## src/tpc_regs.svh

```systemverilog
// Purpose: register offsets, field positions, reset values and counts
// Assumes: plain 4-bit address port, 16-bit data port
// Notes:   definitions only
`ifndef TPC_REGS_SVH
`define TPC_REGS_SVH

// Register offsets
`define TPC_A_CTL0    4'h0
`define TPC_A_CTL1    4'h1
`define TPC_A_IOC0    4'h2
`define TPC_A_IOC1    4'h3
`define TPC_A_IOC2    4'h4
`define TPC_A_OPT0    4'h5
`define TPC_A_CCR0    4'h6
`define TPC_A_STAT    4'h7
`define TPC_A_CNT     4'h8

// Field positions
`define TPC_CE_BIT    7
`define TPC_PRS_LSB   0
`define TPC_EEE_BIT   5
`define TPC_MD_LSB    0
`define TPC_CCS0_BIT  4
`define TPC_CCS1_BIT  5
`define TPC_ETS_LSB   0
`define TPC_EES_LSB   2

// Reset values
`define TPC_RST_BYTE  8'h00
`define TPC_RST_WORD  16'h0000

// Prescaler divides by 1, 2, 4 or 8
`define TPC_DIV_W     3

`endif

```

## src/tpc_pkg.sv

```systemverilog
// Purpose: types shared by the timer guard block
// Assumes: nothing
// Notes:   mode codes follow the documented field values
package tpc_pkg;

  typedef enum logic [2:0] {
    TPC_MD_INTERVAL = 3'h0,
    TPC_MD_EXT_TRIG = 3'h1,
    TPC_MD_EVENT    = 3'h2,
    TPC_MD_ONESHOT  = 3'h3,
    TPC_MD_PWM      = 3'h4,
    TPC_MD_FREERUN  = 3'h5,
    TPC_MD_PULSEW   = 3'h6,
    TPC_MD_RSVD     = 3'h7
  } tpc_mode_t;

  // Whole configuration as seen by the counting logic
  typedef struct packed {
    logic       ce;
    logic [1:0] presc;
    logic       eee;
    tpc_mode_t  mode;
    logic [1:0] oe;
    logic [1:0] ol;
    logic [3:0] is_sel;
    logic [1:0] ees;
    logic [1:0] ets;
    logic [1:0] ccs;
  } tpc_cfg_t;

  // True when a write would change a field while counting
  function automatic logic tpc_guard_bad(input logic ce,
                                         input logic [3:0] old_v,
                                         input logic [3:0] new_v);
    return ce && (old_v != new_v);
  endfunction

endpackage

```

## src/tpc_top.sv

```systemverilog
// Purpose: 16-bit timer with guarded configuration writes
// Assumes: register port strobes are one cycle, never both at once
// Notes:   counter arithmetic kept minimal; guards are the focus
// How it works
// - Capture edge fields change only when stopped
// - Level bit drives pin even when disabled
// - Capture only in free-run and pulse-width modes
// - Event edges act with external clock or in mode 010
//
// The register addresses and strobed register access were decided locally.
`timescale 1ns/1ps
`include "tpc_regs.svh"
module tpc_top
  import tpc_pkg::*;
(
  // Clock and reset
  input  wire logic        mclk,
  input  wire logic        rst_n,
  // Register port
  input  wire logic [3:0]  addr,
  input  wire logic [15:0] wdata,
  input  wire logic        wr,
  input  wire logic        rd,
  output logic      [15:0] rdata,
  // Clock status from the system
  input  wire logic        sub_clk_main_stopped,
  // Timer pins
  input  wire logic        cap_pin,
  input  wire logic        event_pin,
  input  wire logic        trig_pin,
  output logic      [1:0]  timer_output_pin
);
  tpc_cfg_t    cfg;
  tpc_cfg_t    next_cfg;
  logic [15:0] compare_capture_reg_0;
  logic [15:0] next_ccr0;
  logic [15:0] cnt;
  logic [15:0] next_cnt;
  logic [2:0]  div;
  logic [2:0]  next_div;
  logic        guard_err;
  logic        next_guard_err;
  logic        acc_block;
  logic        next_acc_block;
  logic        ovf;
  logic        next_ovf;
  logic [15:0] next_rdata;
  logic        cap_hit;
  logic        evt_hit;
  logic        trg_hit;
  logic        cap_ok;
  logic        evt_ok;
  logic        tick_int;
  logic        tick;
  logic        match;
  logic        wr_ccr0;
  logic        bad_ioc1;
  logic        bad_ioc2;
  logic        bad_opt0;
  logic        rd_stat;
  logic        stop_wr;
  logic        ccr0_blocked;

  // Strobe aimed at one register offset
  function automatic logic reg_hit(input logic       stb,
                                   input logic [3:0] a,
                                   input logic [3:0] want);
    return stb && (a == want);
  endfunction

  // Capture edges are meaningful only in these two modes
  assign cap_ok = cfg.ce && (cfg.mode == TPC_MD_FREERUN ||
                             cfg.mode == TPC_MD_PULSEW);
  // Event edge only with external clock or event/one-shot modes
  assign evt_ok = cfg.ce && (cfg.eee ||
                             cfg.mode == TPC_MD_EVENT ||
                             cfg.mode == TPC_MD_ONESHOT);

  // Edge detectors
  tpc_edge u_cap (
    .mclk (mclk),
    .rst_n(rst_n),
    .pin  (cap_pin),
    .sel  (cfg.is_sel[1:0]),
    .en   (cap_ok),
    .hit  (cap_hit)
  );

  tpc_edge u_evt (
    .mclk (mclk),
    .rst_n(rst_n),
    .pin  (event_pin),
    .sel  (cfg.ees),
    .en   (evt_ok),
    .hit  (evt_hit)
  );

  tpc_edge u_trg (
    .mclk (mclk),
    .rst_n(rst_n),
    .pin  (trig_pin),
    .sel  (cfg.ets),
    .en   (cfg.ce),
    .hit  (trg_hit)
  );

  // Output stages, one per channel
  tpc_out u_out0 (
    .mclk  (mclk),
    .rst_n (rst_n),
    .ce    (cfg.ce),
    .oe    (cfg.oe[0]),
    .ol    (cfg.ol[0]),
    .toggle(match),
    .pin   (timer_output_pin[0])
  );

  tpc_out u_out1 (
    .mclk  (mclk),
    .rst_n (rst_n),
    .ce    (cfg.ce),
    .oe    (cfg.oe[1]),
    .ol    (cfg.ol[1]),
    .toggle(match),
    .pin   (timer_output_pin[1])
  );

  // Prescaler enable: wraps at 1, 2, 4 or 8 cycles
  assign tick_int = ((div & ((3'h1 << cfg.presc) - 3'h1)) == 3'h0);
  assign tick     = cfg.ce && ((cfg.eee || cfg.mode == TPC_MD_EVENT)
                               ? evt_hit : tick_int);
  assign match    = tick && (cnt == compare_capture_reg_0) &&
                    !cfg.ccs[0];

  // Compare 0 is not reachable while main clock is stopped
  assign wr_ccr0  = reg_hit(wr, addr, `TPC_A_CCR0) &&
                    !sub_clk_main_stopped;

  // Any compare 0 access on a stopped main clock is dropped and noted
  assign ccr0_blocked = reg_hit(wr || rd, addr, `TPC_A_CCR0) &&
                        sub_clk_main_stopped;
  // Status read clears the overflow and blocked-access flags; a same-cycle set still wins
  assign rd_stat      = reg_hit(rd, addr, `TPC_A_STAT);
  // Writing CE low is the recovery step after a bad running change
  assign stop_wr      = reg_hit(wr, addr, `TPC_A_CTL0) &&
                        !wdata[`TPC_CE_BIT];

  // A running write that would alter a guarded field
  assign bad_ioc1 = wr && addr == `TPC_A_IOC1 &&
                    tpc_guard_bad(cfg.ce, cfg.is_sel,
                                  wdata[3:0]);
  assign bad_ioc2 = wr && addr == `TPC_A_IOC2 &&
                    tpc_guard_bad(cfg.ce, {cfg.ees, cfg.ets},
                                  wdata[3:0]);
  assign bad_opt0 = wr && addr == `TPC_A_OPT0 &&
                    tpc_guard_bad(cfg.ce, {2'h0, cfg.ccs},
                                  {2'h0, wdata[`TPC_CCS1_BIT],
                                   wdata[`TPC_CCS0_BIT]});

  // Configuration writes; refused guarded changes keep old value
  always_comb begin
    next_cfg = cfg;
    if (wr) begin
      unique case (addr)
        `TPC_A_CTL0: begin
          next_cfg.ce    = wdata[`TPC_CE_BIT];
          next_cfg.presc = wdata[`TPC_PRS_LSB +: 2];
        end
        `TPC_A_CTL1: begin
          next_cfg.eee  = wdata[`TPC_EEE_BIT];
          next_cfg.mode = tpc_mode_t'(wdata[`TPC_MD_LSB +: 3]);
        end
        `TPC_A_IOC0: begin
          next_cfg.oe = {wdata[2], wdata[0]};
          next_cfg.ol = {wdata[3], wdata[1]};
        end
        `TPC_A_IOC1: begin
          if (!bad_ioc1) begin
            next_cfg.is_sel = wdata[3:0];
          end
        end
        `TPC_A_IOC2: begin
          if (!bad_ioc2) begin
            next_cfg.ees = wdata[`TPC_EES_LSB +: 2];
            next_cfg.ets = wdata[`TPC_ETS_LSB +: 2];
          end
        end
        `TPC_A_OPT0: begin
          if (!bad_opt0) begin
            next_cfg.ccs = {wdata[`TPC_CCS1_BIT],
                            wdata[`TPC_CCS0_BIT]};
          end
        end
        default: begin
          next_cfg = cfg;
        end
      endcase
    end
  end

  // Error flag: set wins over the clear made by stopping
  always_comb begin
    next_guard_err = guard_err;
    if (stop_wr) begin
      next_guard_err = 1'b0;
    end
    if (bad_ioc1 || bad_ioc2 || bad_opt0) begin
      next_guard_err = 1'b1;
    end
  end

  // Blocked-access flag, cleared by reading the status register
  always_comb begin
    next_acc_block = acc_block;
    if (rd_stat) begin
      next_acc_block = 1'b0;
    end
    if (ccr0_blocked) begin
      next_acc_block = 1'b1;
    end
  end

  // Counter, compare and capture
  always_comb begin
    next_div  = cfg.ce ? div + 3'h1 : 3'h0;
    next_cnt  = cnt;
    next_ccr0 = compare_capture_reg_0;
    next_ovf  = ovf;
    if (rd_stat) begin
      next_ovf = 1'b0;
    end
    if (!cfg.ce) begin
      next_cnt = `TPC_RST_WORD;
    end else if (trg_hit && (cfg.mode == TPC_MD_EXT_TRIG ||
                             cfg.mode == TPC_MD_ONESHOT)) begin
      next_cnt = `TPC_RST_WORD;
    end else if (tick) begin
      if (match && cfg.mode != TPC_MD_FREERUN) begin
        next_cnt = `TPC_RST_WORD;
      end else begin
        next_cnt = cnt + 16'h0001;
      end
      if (cnt == 16'hFFFF) begin
        next_ovf = 1'b1;
      end
    end
    if (cap_hit && cfg.ccs[0]) begin
      next_ccr0 = cnt;
    end else if (wr_ccr0) begin
      next_ccr0 = wdata;
    end
  end

  // Read data, valid the cycle after the strobe
  always_comb begin
    next_rdata = 16'h0000;
    if (rd) begin
      unique case (addr)
        `TPC_A_CTL0: next_rdata = {8'h00, cfg.ce, 5'h00, cfg.presc};
        `TPC_A_CTL1: next_rdata = {10'h000, cfg.eee, 2'h0, cfg.mode};
        `TPC_A_IOC0: next_rdata = {12'h000, cfg.ol[1], cfg.oe[1],
                                   cfg.ol[0], cfg.oe[0]};
        `TPC_A_IOC1: next_rdata = {12'h000, cfg.is_sel};
        `TPC_A_IOC2: next_rdata = {12'h000, cfg.ees, cfg.ets};
        `TPC_A_OPT0: next_rdata = {10'h000, cfg.ccs, 4'h0};
        `TPC_A_CCR0: begin
          next_rdata = sub_clk_main_stopped ? 16'h0000
                                            : compare_capture_reg_0;
        end
        `TPC_A_STAT: next_rdata = {13'h0000, ovf, acc_block,
                                   guard_err};
        `TPC_A_CNT:  next_rdata = cnt;
        default:     next_rdata = 16'h0000;
      endcase
    end
  end

  // State registers
  always_ff @(posedge mclk or negedge rst_n) begin
    if (!rst_n) begin
      cfg                   <= '0;
      compare_capture_reg_0 <= `TPC_RST_WORD;
      cnt                   <= `TPC_RST_WORD;
      div                   <= 3'h0;
      guard_err             <= 1'b0;
      acc_block             <= 1'b0;
      ovf                   <= 1'b0;
      rdata                 <= 16'h0000;
    end else begin
      cfg                   <= next_cfg;
      compare_capture_reg_0 <= next_ccr0;
      cnt                   <= next_cnt;
      div                   <= next_div;
      guard_err             <= next_guard_err;
      acc_block             <= next_acc_block;
      ovf                   <= next_ovf;
      rdata                 <= next_rdata;
    end
  end
endmodule

```

## src/tpc_edge.sv

```systemverilog
// Purpose: selectable edge detector on a timer input pin
// Assumes: pin is synchronous to mclk
// Notes:   sel 00 none, 01 rising, 10 falling, 11 both
`timescale 1ns/1ps
module tpc_edge
  import tpc_pkg::*;
(
  // Clock and reset
  input  wire logic       mclk,
  input  wire logic       rst_n,
  // Pin and selection
  input  wire logic       pin,
  input  wire logic [1:0] sel,
  input  wire logic       en,
  // Detected edge, one cycle
  output logic            hit
);
  logic prev;
  logic next_prev;
  logic next_hit;

  // Edge match against selection
  always_comb begin
    next_prev = pin;
    next_hit  = en && ((sel[0] && pin && !prev) ||
                       (sel[1] && !pin && prev));
  end

  // Register sample and pulse
  always_ff @(posedge mclk or negedge rst_n) begin
    if (!rst_n) begin
      prev <= 1'b0;
      hit  <= 1'b0;
    end else begin
      prev <= next_prev;
      hit  <= next_hit;
    end
  end
endmodule

```

## src/tpc_out.sv

```systemverilog
// Purpose: one timer output channel
// Assumes: toggle is a one-cycle pulse from the compare logic
// Notes:   level bit drives the pin directly while stopped
`timescale 1ns/1ps
module tpc_out
  import tpc_pkg::*;
(
  // Clock and reset
  input  wire logic mclk,
  input  wire logic rst_n,
  // Control
  input  wire logic ce,
  input  wire logic oe,
  input  wire logic ol,
  input  wire logic toggle,
  // Pin
  output logic      pin
);
  logic phase;
  logic next_phase;
  logic next_pin;

  // Phase runs only while counting; pin follows level when idle
  always_comb begin
    next_phase = phase;
    if (!ce) begin
      next_phase = 1'b0;
    end else if (toggle && oe) begin
      next_phase = !phase;
    end
    next_pin = (ce && oe) ? (ol ^ next_phase) : ol;
  end

  always_ff @(posedge mclk or negedge rst_n) begin
    if (!rst_n) begin
      phase <= 1'b0;
      pin   <= 1'b0;
    end else begin
      phase <= next_phase;
      pin   <= next_pin;
    end
  end
endmodule

```

## config.mk

```make
export PLATFORM = sky130hd
export DESIGN_NAME = tpc_top
export DESIGN_NICKNAME = d
export VERILOG_FILES = /design/src/tpc_pkg.sv /design/src/tpc_top.sv /design/src/tpc_edge.sv /design/src/tpc_out.sv
export VERILOG_INCLUDE_DIRS = /design/src /design/src/src
export SDC_FILE = /design/constraint.sdc
export NUM_CORES = 1
export LEC_CHECK = 0
export BUFFER_PORTS_ARGS = -buffer_cell sky130_fd_sc_hd__buf_2
export CORE_ASPECT_RATIO = 1.75
export CORE_MARGIN = 4
export CORE_UTILIZATION = 53
export CTS_CLUSTER_DIAMETER = 150
export DETAILED_ROUTE_END_ITERATION = 6
export PLACE_DENSITY = 0.76
export SYNTH_ARGS = -nofsm -noshare
export SYNTH_HDL_FRONTEND = slang
export SYNTH_HIERARCHICAL = 1
export SYNTH_SLANG_ARGS = --single-unit
```

## constraint.sdc

```tcl
create_clock -name mclk -period 2.4 [get_ports mclk]
set_clock_uncertainty 0.1 [all_clocks]
set_input_delay 0.12 -clock mclk [delete_from_list [all_inputs] [get_ports mclk]]
set_output_delay 0.12 -clock mclk [all_outputs]
set_load 0.05 [all_outputs]
```

==> results.md, run 1 <==
* Status: complete, but fails checks
* Failing checks: hold timing
* Area delta synth->final at 19.2%
* RSZ-0062 raised after global routing: false
* Post-Syn Nets at between 400 and 500
* Max_slew headroom at 46.6%
* Tcrit/Tclk final at 96.0%
* Worst flop-to-flop path endpoint: cnt[13]$_DFFE_PN0P_
* I/O pin cnt at 46
* Worst-skew pair later-pin latency at roughly 0.34 ns
* Post-CTS setup buffer count at 0
* Setup slack, reg-to-reg at 0.1 ns
* Vias in the first global route at 3852
* Setup violators final at 0
* Pins Over Slew Limit at 0
* Largest net degree at the start of global routing at 44
* Leakage at 2.65 nW
* Avg Cell Area, Syn at a little over 10 um2
* Top FF cell, synth: dfrtp_1
* Max clock buf depth at 2
* Routability cong. at 0.923
* Global route overflow at 0
* ANT cells at 0
* Ys async rst share at 100%
* Final worst setup slack at 0.0970 ns
* Final hold violations at 1
* Critical path launch point type: flip-flop
* Layout cells sized above 1 at 24.7%
* WL final at 11900 um
* First DRT Iteration DRCs at about 230
* Post-synthesis instance total at 443
* Min-delay src: wdata[6]
* Die ar. at 0.0101 mm2
* CP required at 2.52 ns
* I/O Buffers at 45
* Total GRT Usage at 25.0%
* Core Area at 0.00831 mm2
* Die height at 130 um
* Max cap viols at 0
* Synthesized area at 0.00452 mm2
* DRC viols at 0
* Total vias in the final route at between 3000 and 4000
* Via/cell ratio at 5.92
* CP max FO at 11
* Row Count at 44
* DP HPWL at 8770 um
* Synthesis Warnings at 6
* Worst reg-to-reg path cell count at 8
* Worst Tran Pin Value at 0.796 ns
* Most frequent cells in the layout: dfrtp_1, buf_2, nand2_1
* Post-synthesis sequential area ratio at 47.1%
* CTS H-Tree Depth at 3
* Peak supply drop at 603 uV
* FMAX at between 400 and 500 MHz
* RR Startpoint: compare_capture_reg_0[5]$_DFFE_PN0P_
* Post-layout nets at 536
* Hold path depth at 3
* Hold crit path type: input port to flip-flop
* CTS tree: built
* Initial antenna violation count at 0
* Number of synthesized flops with an enable pin at 0
* WHS at -0.000681 ns
* Final Cell Area at 0.00539 mm2
* Drt first pass iters at 5
* Dpl ws at roughly 0.11 ns
* Routed WL per cell at 19.0 um
* Num CTS Buffers at 9
* Crit Path Category: flip-flop to flip-flop
* Pwr per Cell Area at 795 mW/mm2
* Sink Count at 85
* Root Driver: clkbuf_16
* Core Util, Final at 64.8%
* Final min period at 2.30 ns
* Clk slew on worst S/H paths at 0.07 ns
* Detail Route Antenna Nets at 0
* First-pass GRT wire length at 19200 um
* Hold Path Sink: compare_capture_reg_0[6]$_DFFE_PN0P_
* Area post-placement at 0.00494 mm2
* Die W at 77.8 um
* Initial Utilization at between 50 and 60%
* Critical Path End Type: flip-flop
* Arr. time, crit path at 2.43 ns
* Yosys cell types at between 60 and 70
* Fillers at between 600 and 700
* #FFs+latches synth at 85
* Sum of negative setup slack at 0 ns
* Most common cell after layout, fill and taps aside: dfrtp_1
## critical path, stage by stage, from the launching register on
cell and delay [ns]:
dfrtp_1 0.36, inv_1 0.06, a222oi_1 0.53, buf_4 0.21, nand4_2 0.10, o21ai_4 0.21, buf_4 0.21, o21ai_0 0.12
a22o_1 0.27
## sequential cells by signal, indices dropped and copies added, names as in the netlist, 3 cells and up
name,flops
rdata,16
cnt,16
cfg,21
compare_capture_reg_0,16
div,3
## repair_timing
action / 4_1_cts / 5_1_grt
resized for setup: 0 / 1
hold endpoints to repair: 58 / 0
setup endpoints to repair: 0 / 1
hold buffers: 13 / 0
## synthesized netlist by cell type (8+ instances only)
master     n  area [um2]
nor2b_1    9        56.3
mux2i_1   20         200
clkbuf_1  16        60.1
mux2_2    26         293
dfrtp_1   85        2130
xor2_1    24         210
a21oi_1    8        40.0
a22oi_1   12        90.1
o21ai_0   32         160
nand2_1   39         146
nor2_1    32         120
nand3_1   15        75.1
a22o_1     8        70.1
## kinds of logic (layout without fill, tap and decap cells)
group,after synthesis,after routing,synth area share (%)
multiplexers,46,46,10.9
AND/OR/NAND/NOR,148,148,17.4
XOR/XNOR,31,31,6.01
AO/OA/AOI/OAI,95,95,14.4
buffers and inverters,36,104,3.68
flip-flops,85,85,47.1
adder cells (fa/ha/maj),2,2,0.553
## cell type report
class | instances | area (um2) | share of cell area (%)
Timing Repair Buffer | 82 | 551 | 10.2
Inverter | 6 | 22.5 | 0.418
Clock buffer | 10 | 239 | 4.43
Tap cell | 115 | 144 | 2.67
Multi-Input combinational cell | 322 | 2240 | 41.5
Sequential cell | 85 | 2130 | 39.5
Clock inverter | 6 | 70.1 | 1.30
## worst max-delay path by stage
stage,from,end,depth (start not counted),slack [ns]
2_1_floorplan,cnt[0]$_DFFE_PN0P_,u_out0/pin$_DFF_PN0_,7,0.11
3_3_place_gp,cnt[13]$_DFFE_PN0P_,u_out0/pin$_DFF_PN0_,8,0.17
3_5_place_dp,cnt[13]$_DFFE_PN0P_,u_out0/pin$_DFF_PN0_,8,0.11
4_1_cts,cnt[13]$_DFFE_PN0P_,u_out0/pin$_DFF_PN0_,8,0.08
5_1_grt,cfg[16]$_DFFE_PN0P_,cnt[0]$_DFFE_PN0P_,5,0.009
6_report,compare_capture_reg_0[5]$_DFFE_PN0P_,cnt[13]$_DFFE_PN0P_,8,0.1
## report_power, final
part           leakage (nW)  internal [mW]  switching [mW]  total (mW)
Clock                 0.141          0.839           0.577        1.42
Combinational          1.39          0.420           0.569       0.989
Sequential             1.12           1.65           0.229        1.88
## per-layer routing
metal / up-vias / part of all wire, % / track usage [%]
met5: - / 0 / 0
met4: 0 / 6.8 / 18.9
met3: 48 / 3.8 / 4.28
met2: 114 / 55 / 46.0
met1: 1825 / 34 / 24.7
li1: 1718 / - / -
## per-stage QoR
stage	power (mW)	std cells	hold slack [ns]
floorplan	2.53	443	-0.276
detailed placement	2.86	597	0.0501
global route	4.51	626	0.0368
global placement	2.83	597	0.0557
finish	4.28	626	-0.000681
CTS	4.30	626	0.0119
Note: power is estimated with default switching activity, not from simulation.
==> run 2, diff against run 1 <==
--- a/config.mk
+++ b/config.mk
@@ -15,5 +15,4 @@
 export PLACE_DENSITY = 0.76
 export SYNTH_ARGS = -nofsm -noshare
 export SYNTH_HDL_FRONTEND = slang
-export SYNTH_HIERARCHICAL = 1
 export SYNTH_SLANG_ARGS = --single-unit
==> results.md, run 2 <==
* CP max FO at 11 (unchanged)
* DRC viols at 0 (unchanged)
* Leakage at 2.61 nW (-1.5%)
* Core Area at 0.00831 mm2 (unchanged)
* Pins Over Slew Limit at 0 (unchanged)
* I/O Buffers at 45 (unchanged)
* Min-delay src: wdata[7]
* Sink Count at 85 (unchanged)
* Top FF cell, synth: dfrtp_1
* Arr. time, crit path at 2.45 ns (+0.02 ns)
* Crit Path Category: flip-flop to flip-flop
* Die ar. at 0.0102 mm2 (+0.33%)
* Sum of negative setup slack at 0 ns (unchanged)
* Ys async rst share at 100% (unchanged)
* Routed WL per cell at 18.7 um (-1.6%)
* Total GRT Usage at 24.9% (-0.11 points)
* Flop pwr share at 42.3% (-1.6 points)
* Routability cong. at 0.873 (-5.4%)
* Pwr per Cell Area at 807 mW/mm2 (+1.5%)
* Drt first pass iters at 5 (unchanged)
* Switching Fraction at 30.6% (-1.5 points)
* First DRT Iteration DRCs at 327 (+40%)
* Post-layout nets at 550 (+2.6%)
* Largest register by flop count: cfg
* Max FFs per register at 21 (unchanged)
* Hold crit path type: input port to flip-flop
* Tcrit/Tclk final at 96.8% (+0.83 points)
* Num CTS Buffers at 9 (unchanged)
* Post-CTS setup buffer count at 0 (unchanged)
* Post-synthesis sequential area ratio at 46.9% (-0.17 points)
* Worst-skew pair later-pin latency at 0.34 ns (about the same)
* Total vias in the final route at 3794 (+2.4%)
* I/O pin cnt at 46 (unchanged)
* Int Power at 3.08 mW (+5.8%)
* Post-Syn Nets at 479 (+1.3%)
* Layout cells sized above 1 at 24.0% (-0.61 points)
* Worst Tran Pin Value at 0.512 ns (-0.283 ns)
* Final hold violations at 0 (-1)
* Setup violators final at 0 (unchanged)
* Critical path launch point type: flip-flop
* Post-synth top cells: dfrtp_1, nand2_1, nor2_1, mux2_2, o21ai_0
* Most frequent cells in the layout: dfrtp_1, buf_2, nand2_1
* Worst reg-to-reg path cell count at 7 (-1)
* Overall Power at 4.43 mW (+3.5%)
* Yosys cell types at 55 (-11%)
* Largest net degree at the start of global routing at 86 (+95%)
* CTS tree: built
* Number of synthesized flops with an enable pin at 0 (unchanged)
* Most common cell after layout, fill and taps aside: dfrtp_1
* Register Area at 0.00213 mm2 (unchanged)
* Sw Pwr at 1.36 mW (-1.4%)
* Multi-input gate area at 0.00224 mm2 (+0.22%)
* Area post-placement at 0.00500 mm2 (+1.2%)
* Final Non-Filler Cells at 639 (+2.1%)
* CP required at 2.53 ns (about the same)
* Detail Route Antenna Nets at 0 (unchanged)
* First-pass GRT wire length at 19500 um (+1.5%)
* Yosys top cell area share at 46.9% (-0.17 points)
* Count leader, synth: dfrtp_1
* Hold path depth at 2 (-1)
* Most area-hungry cell type in the Yosys netlist: dfrtp_1
* Critical Path End Type: flip-flop
* Initial antenna violation count at 0 (unchanged)
* Via/cell ratio at 5.94 (+0.32%)
* Logic pwr share at 23.5% (+0.4 points)
* Fillers at 637 (-6.6%)
* CTS H-Tree Depth at 3 (unchanged)
* Clock power share at 34.2% (+1.1 points)
* Worst flop-to-flop path endpoint: cnt[8]$_DFFE_PN0P_
* Critical Path Start: compare_capture_reg_0[0]$_DFFE_PN0P_
* Max clock buf depth at 2 (unchanged)
* Vias in the first global route at 3902 (+1.3%)
* Root Driver: clkbuf_16
* Row Count at 44 (unchanged)
* Post-synthesis instance total at 449 (+1.4%)
* RR Startpoint: compare_capture_reg_0[0]$_DFFE_PN0P_
* Area contributors post-synth: dfrtp_1, mux2_2, mux2i_1
* FMAX at 430 MHz (-0.86%)
* Status: complete, no violations
* Setup slack, reg-to-reg at 0.08 ns (-0.02 ns)
* Final Cell Area at 0.00550 mm2 (+1.9%)
* Max cap viols at 0 (unchanged)
* Hold Path Sink: cfg[20]$_DFFE_PN0P_
* Avg Cell Area, Syn at 10.1 um2 (-0.98%)
* Clk slew on worst S/H paths at 0.06 ns (about the same)
* Synthesized area at 0.00454 mm2 (+0.36%)
* Area delta synth->final at 21.1%
* DP HPWL at 8610 um (-1.8%)
* Initial Utilization at 54.6% (+0.20 points)
* Die height at 130 um (+0.17%)
* ANT cells at 0 (unchanged)
* Synthesis Warnings at 0 (-6)
* RSZ-0062 raised after global routing: false
* Max_slew headroom at 65.9% (+19 points)
* WL final at 11900 um (+0.40%)
* Die W at 77.9 um (+0.16%)
* Peak supply drop at 504 uV (-16%)
* Global route overflow at 0 (unchanged)
* #FFs+latches synth at 85 (unchanged)
* Final min period at 2.32 ns (+0.0199 ns)
* DP Cell Count at 608 (+1.8%)
* WHS at 0.0130 ns (+0.0136 ns)
==> run 2: kinds of logic (layout without fill, tap and decap cells) <==
family	count (synthesis)	in the layout	synth area share (%)
and+or+nand+nor	160	160	18.1
AOI/OAI and AO/OA	92	92	13.8
DFF	85	85	46.9
muxes	43	43	10.2
buffers and inverters	35	110	3.94
xor gates and xnor gates	32	32	6.51
adders and majority gates	2	2	0.551
==> run 2: power groups by stage <==
stage	registers, mW	clock network (mW)	logic, mW
floorplan	1.85	0	0.682
global placement	1.88	0	0.979
detailed placement	1.89	0	1.00
CTS	1.87	1.52	1.04
global route	1.91	1.59	1.14
finish	1.88	1.51	1.04
==> run 2: metrics by stage <==
step | utilization (%) | worst slack [ns]
floorplan | - | 0.191
detailed placement | 60.2 | 0.0750
global placement | 60.2 | 0.101
global route | 66.1 | 0.0347
CTS | 66.0 | 0.0469
finish | 66.1 | 0.0771
==> run 2: layout make-up <==
type | instances | share of cell area [%]
multi-input combinational | 329 | 40.8
clock buffer | 12 | 4.67
tap | 115 | 2.62
sequential | 85 | 38.7
timing repair buffer | 92 | 11.7
inverter | 3 | 0.205
clock inverter | 3 | 1.25
==> run 2: layer usage <==
metal / wire, um / GRT usage, % / vias up
met5: 0 / 0 / -
met2: 6310 / 44.4 / 157
met4: 784 / 17.8 / 0
met3: 569 / 3.77 / 47
li1: - / - / 1751
met1: 4250 / 26.7 / 1839
==> run 2: critical path, stage by stage (launching register included) <==
cell and delay [ns]:
dfrtp_1 0.41, xnor2_1 0.18, nand4_1 0.18, or4b_4 0.60
o31ai_4 0.23, buf_12 0.17, o21ai_1 0.09, a22o_1 0.25
==> run 2: repair_timing <==
item | CTS | global route
resized for setup | 0 | 1
hold buffers | 16 | 0
endpoints found under the setup margin | 0 | 10
endpoints found under the hold margin | 101 | 0
==> run 2: worst max-delay path by stage <==
stage | end | slack, ns
floorplan | cnt[10]$_DFFE_PN0P_ | 0.19
global placement | cnt[5]$_DFFE_PN0P_ | 0.10
detailed placement | cnt[13]$_DFFE_PN0P_ | 0.07
CTS | cnt[9]$_DFFE_PN0P_ | 0.05
global route | cnt[12]$_DFFE_PN0P_ | 0.03
finish | cnt[8]$_DFFE_PN0P_ | 0.08
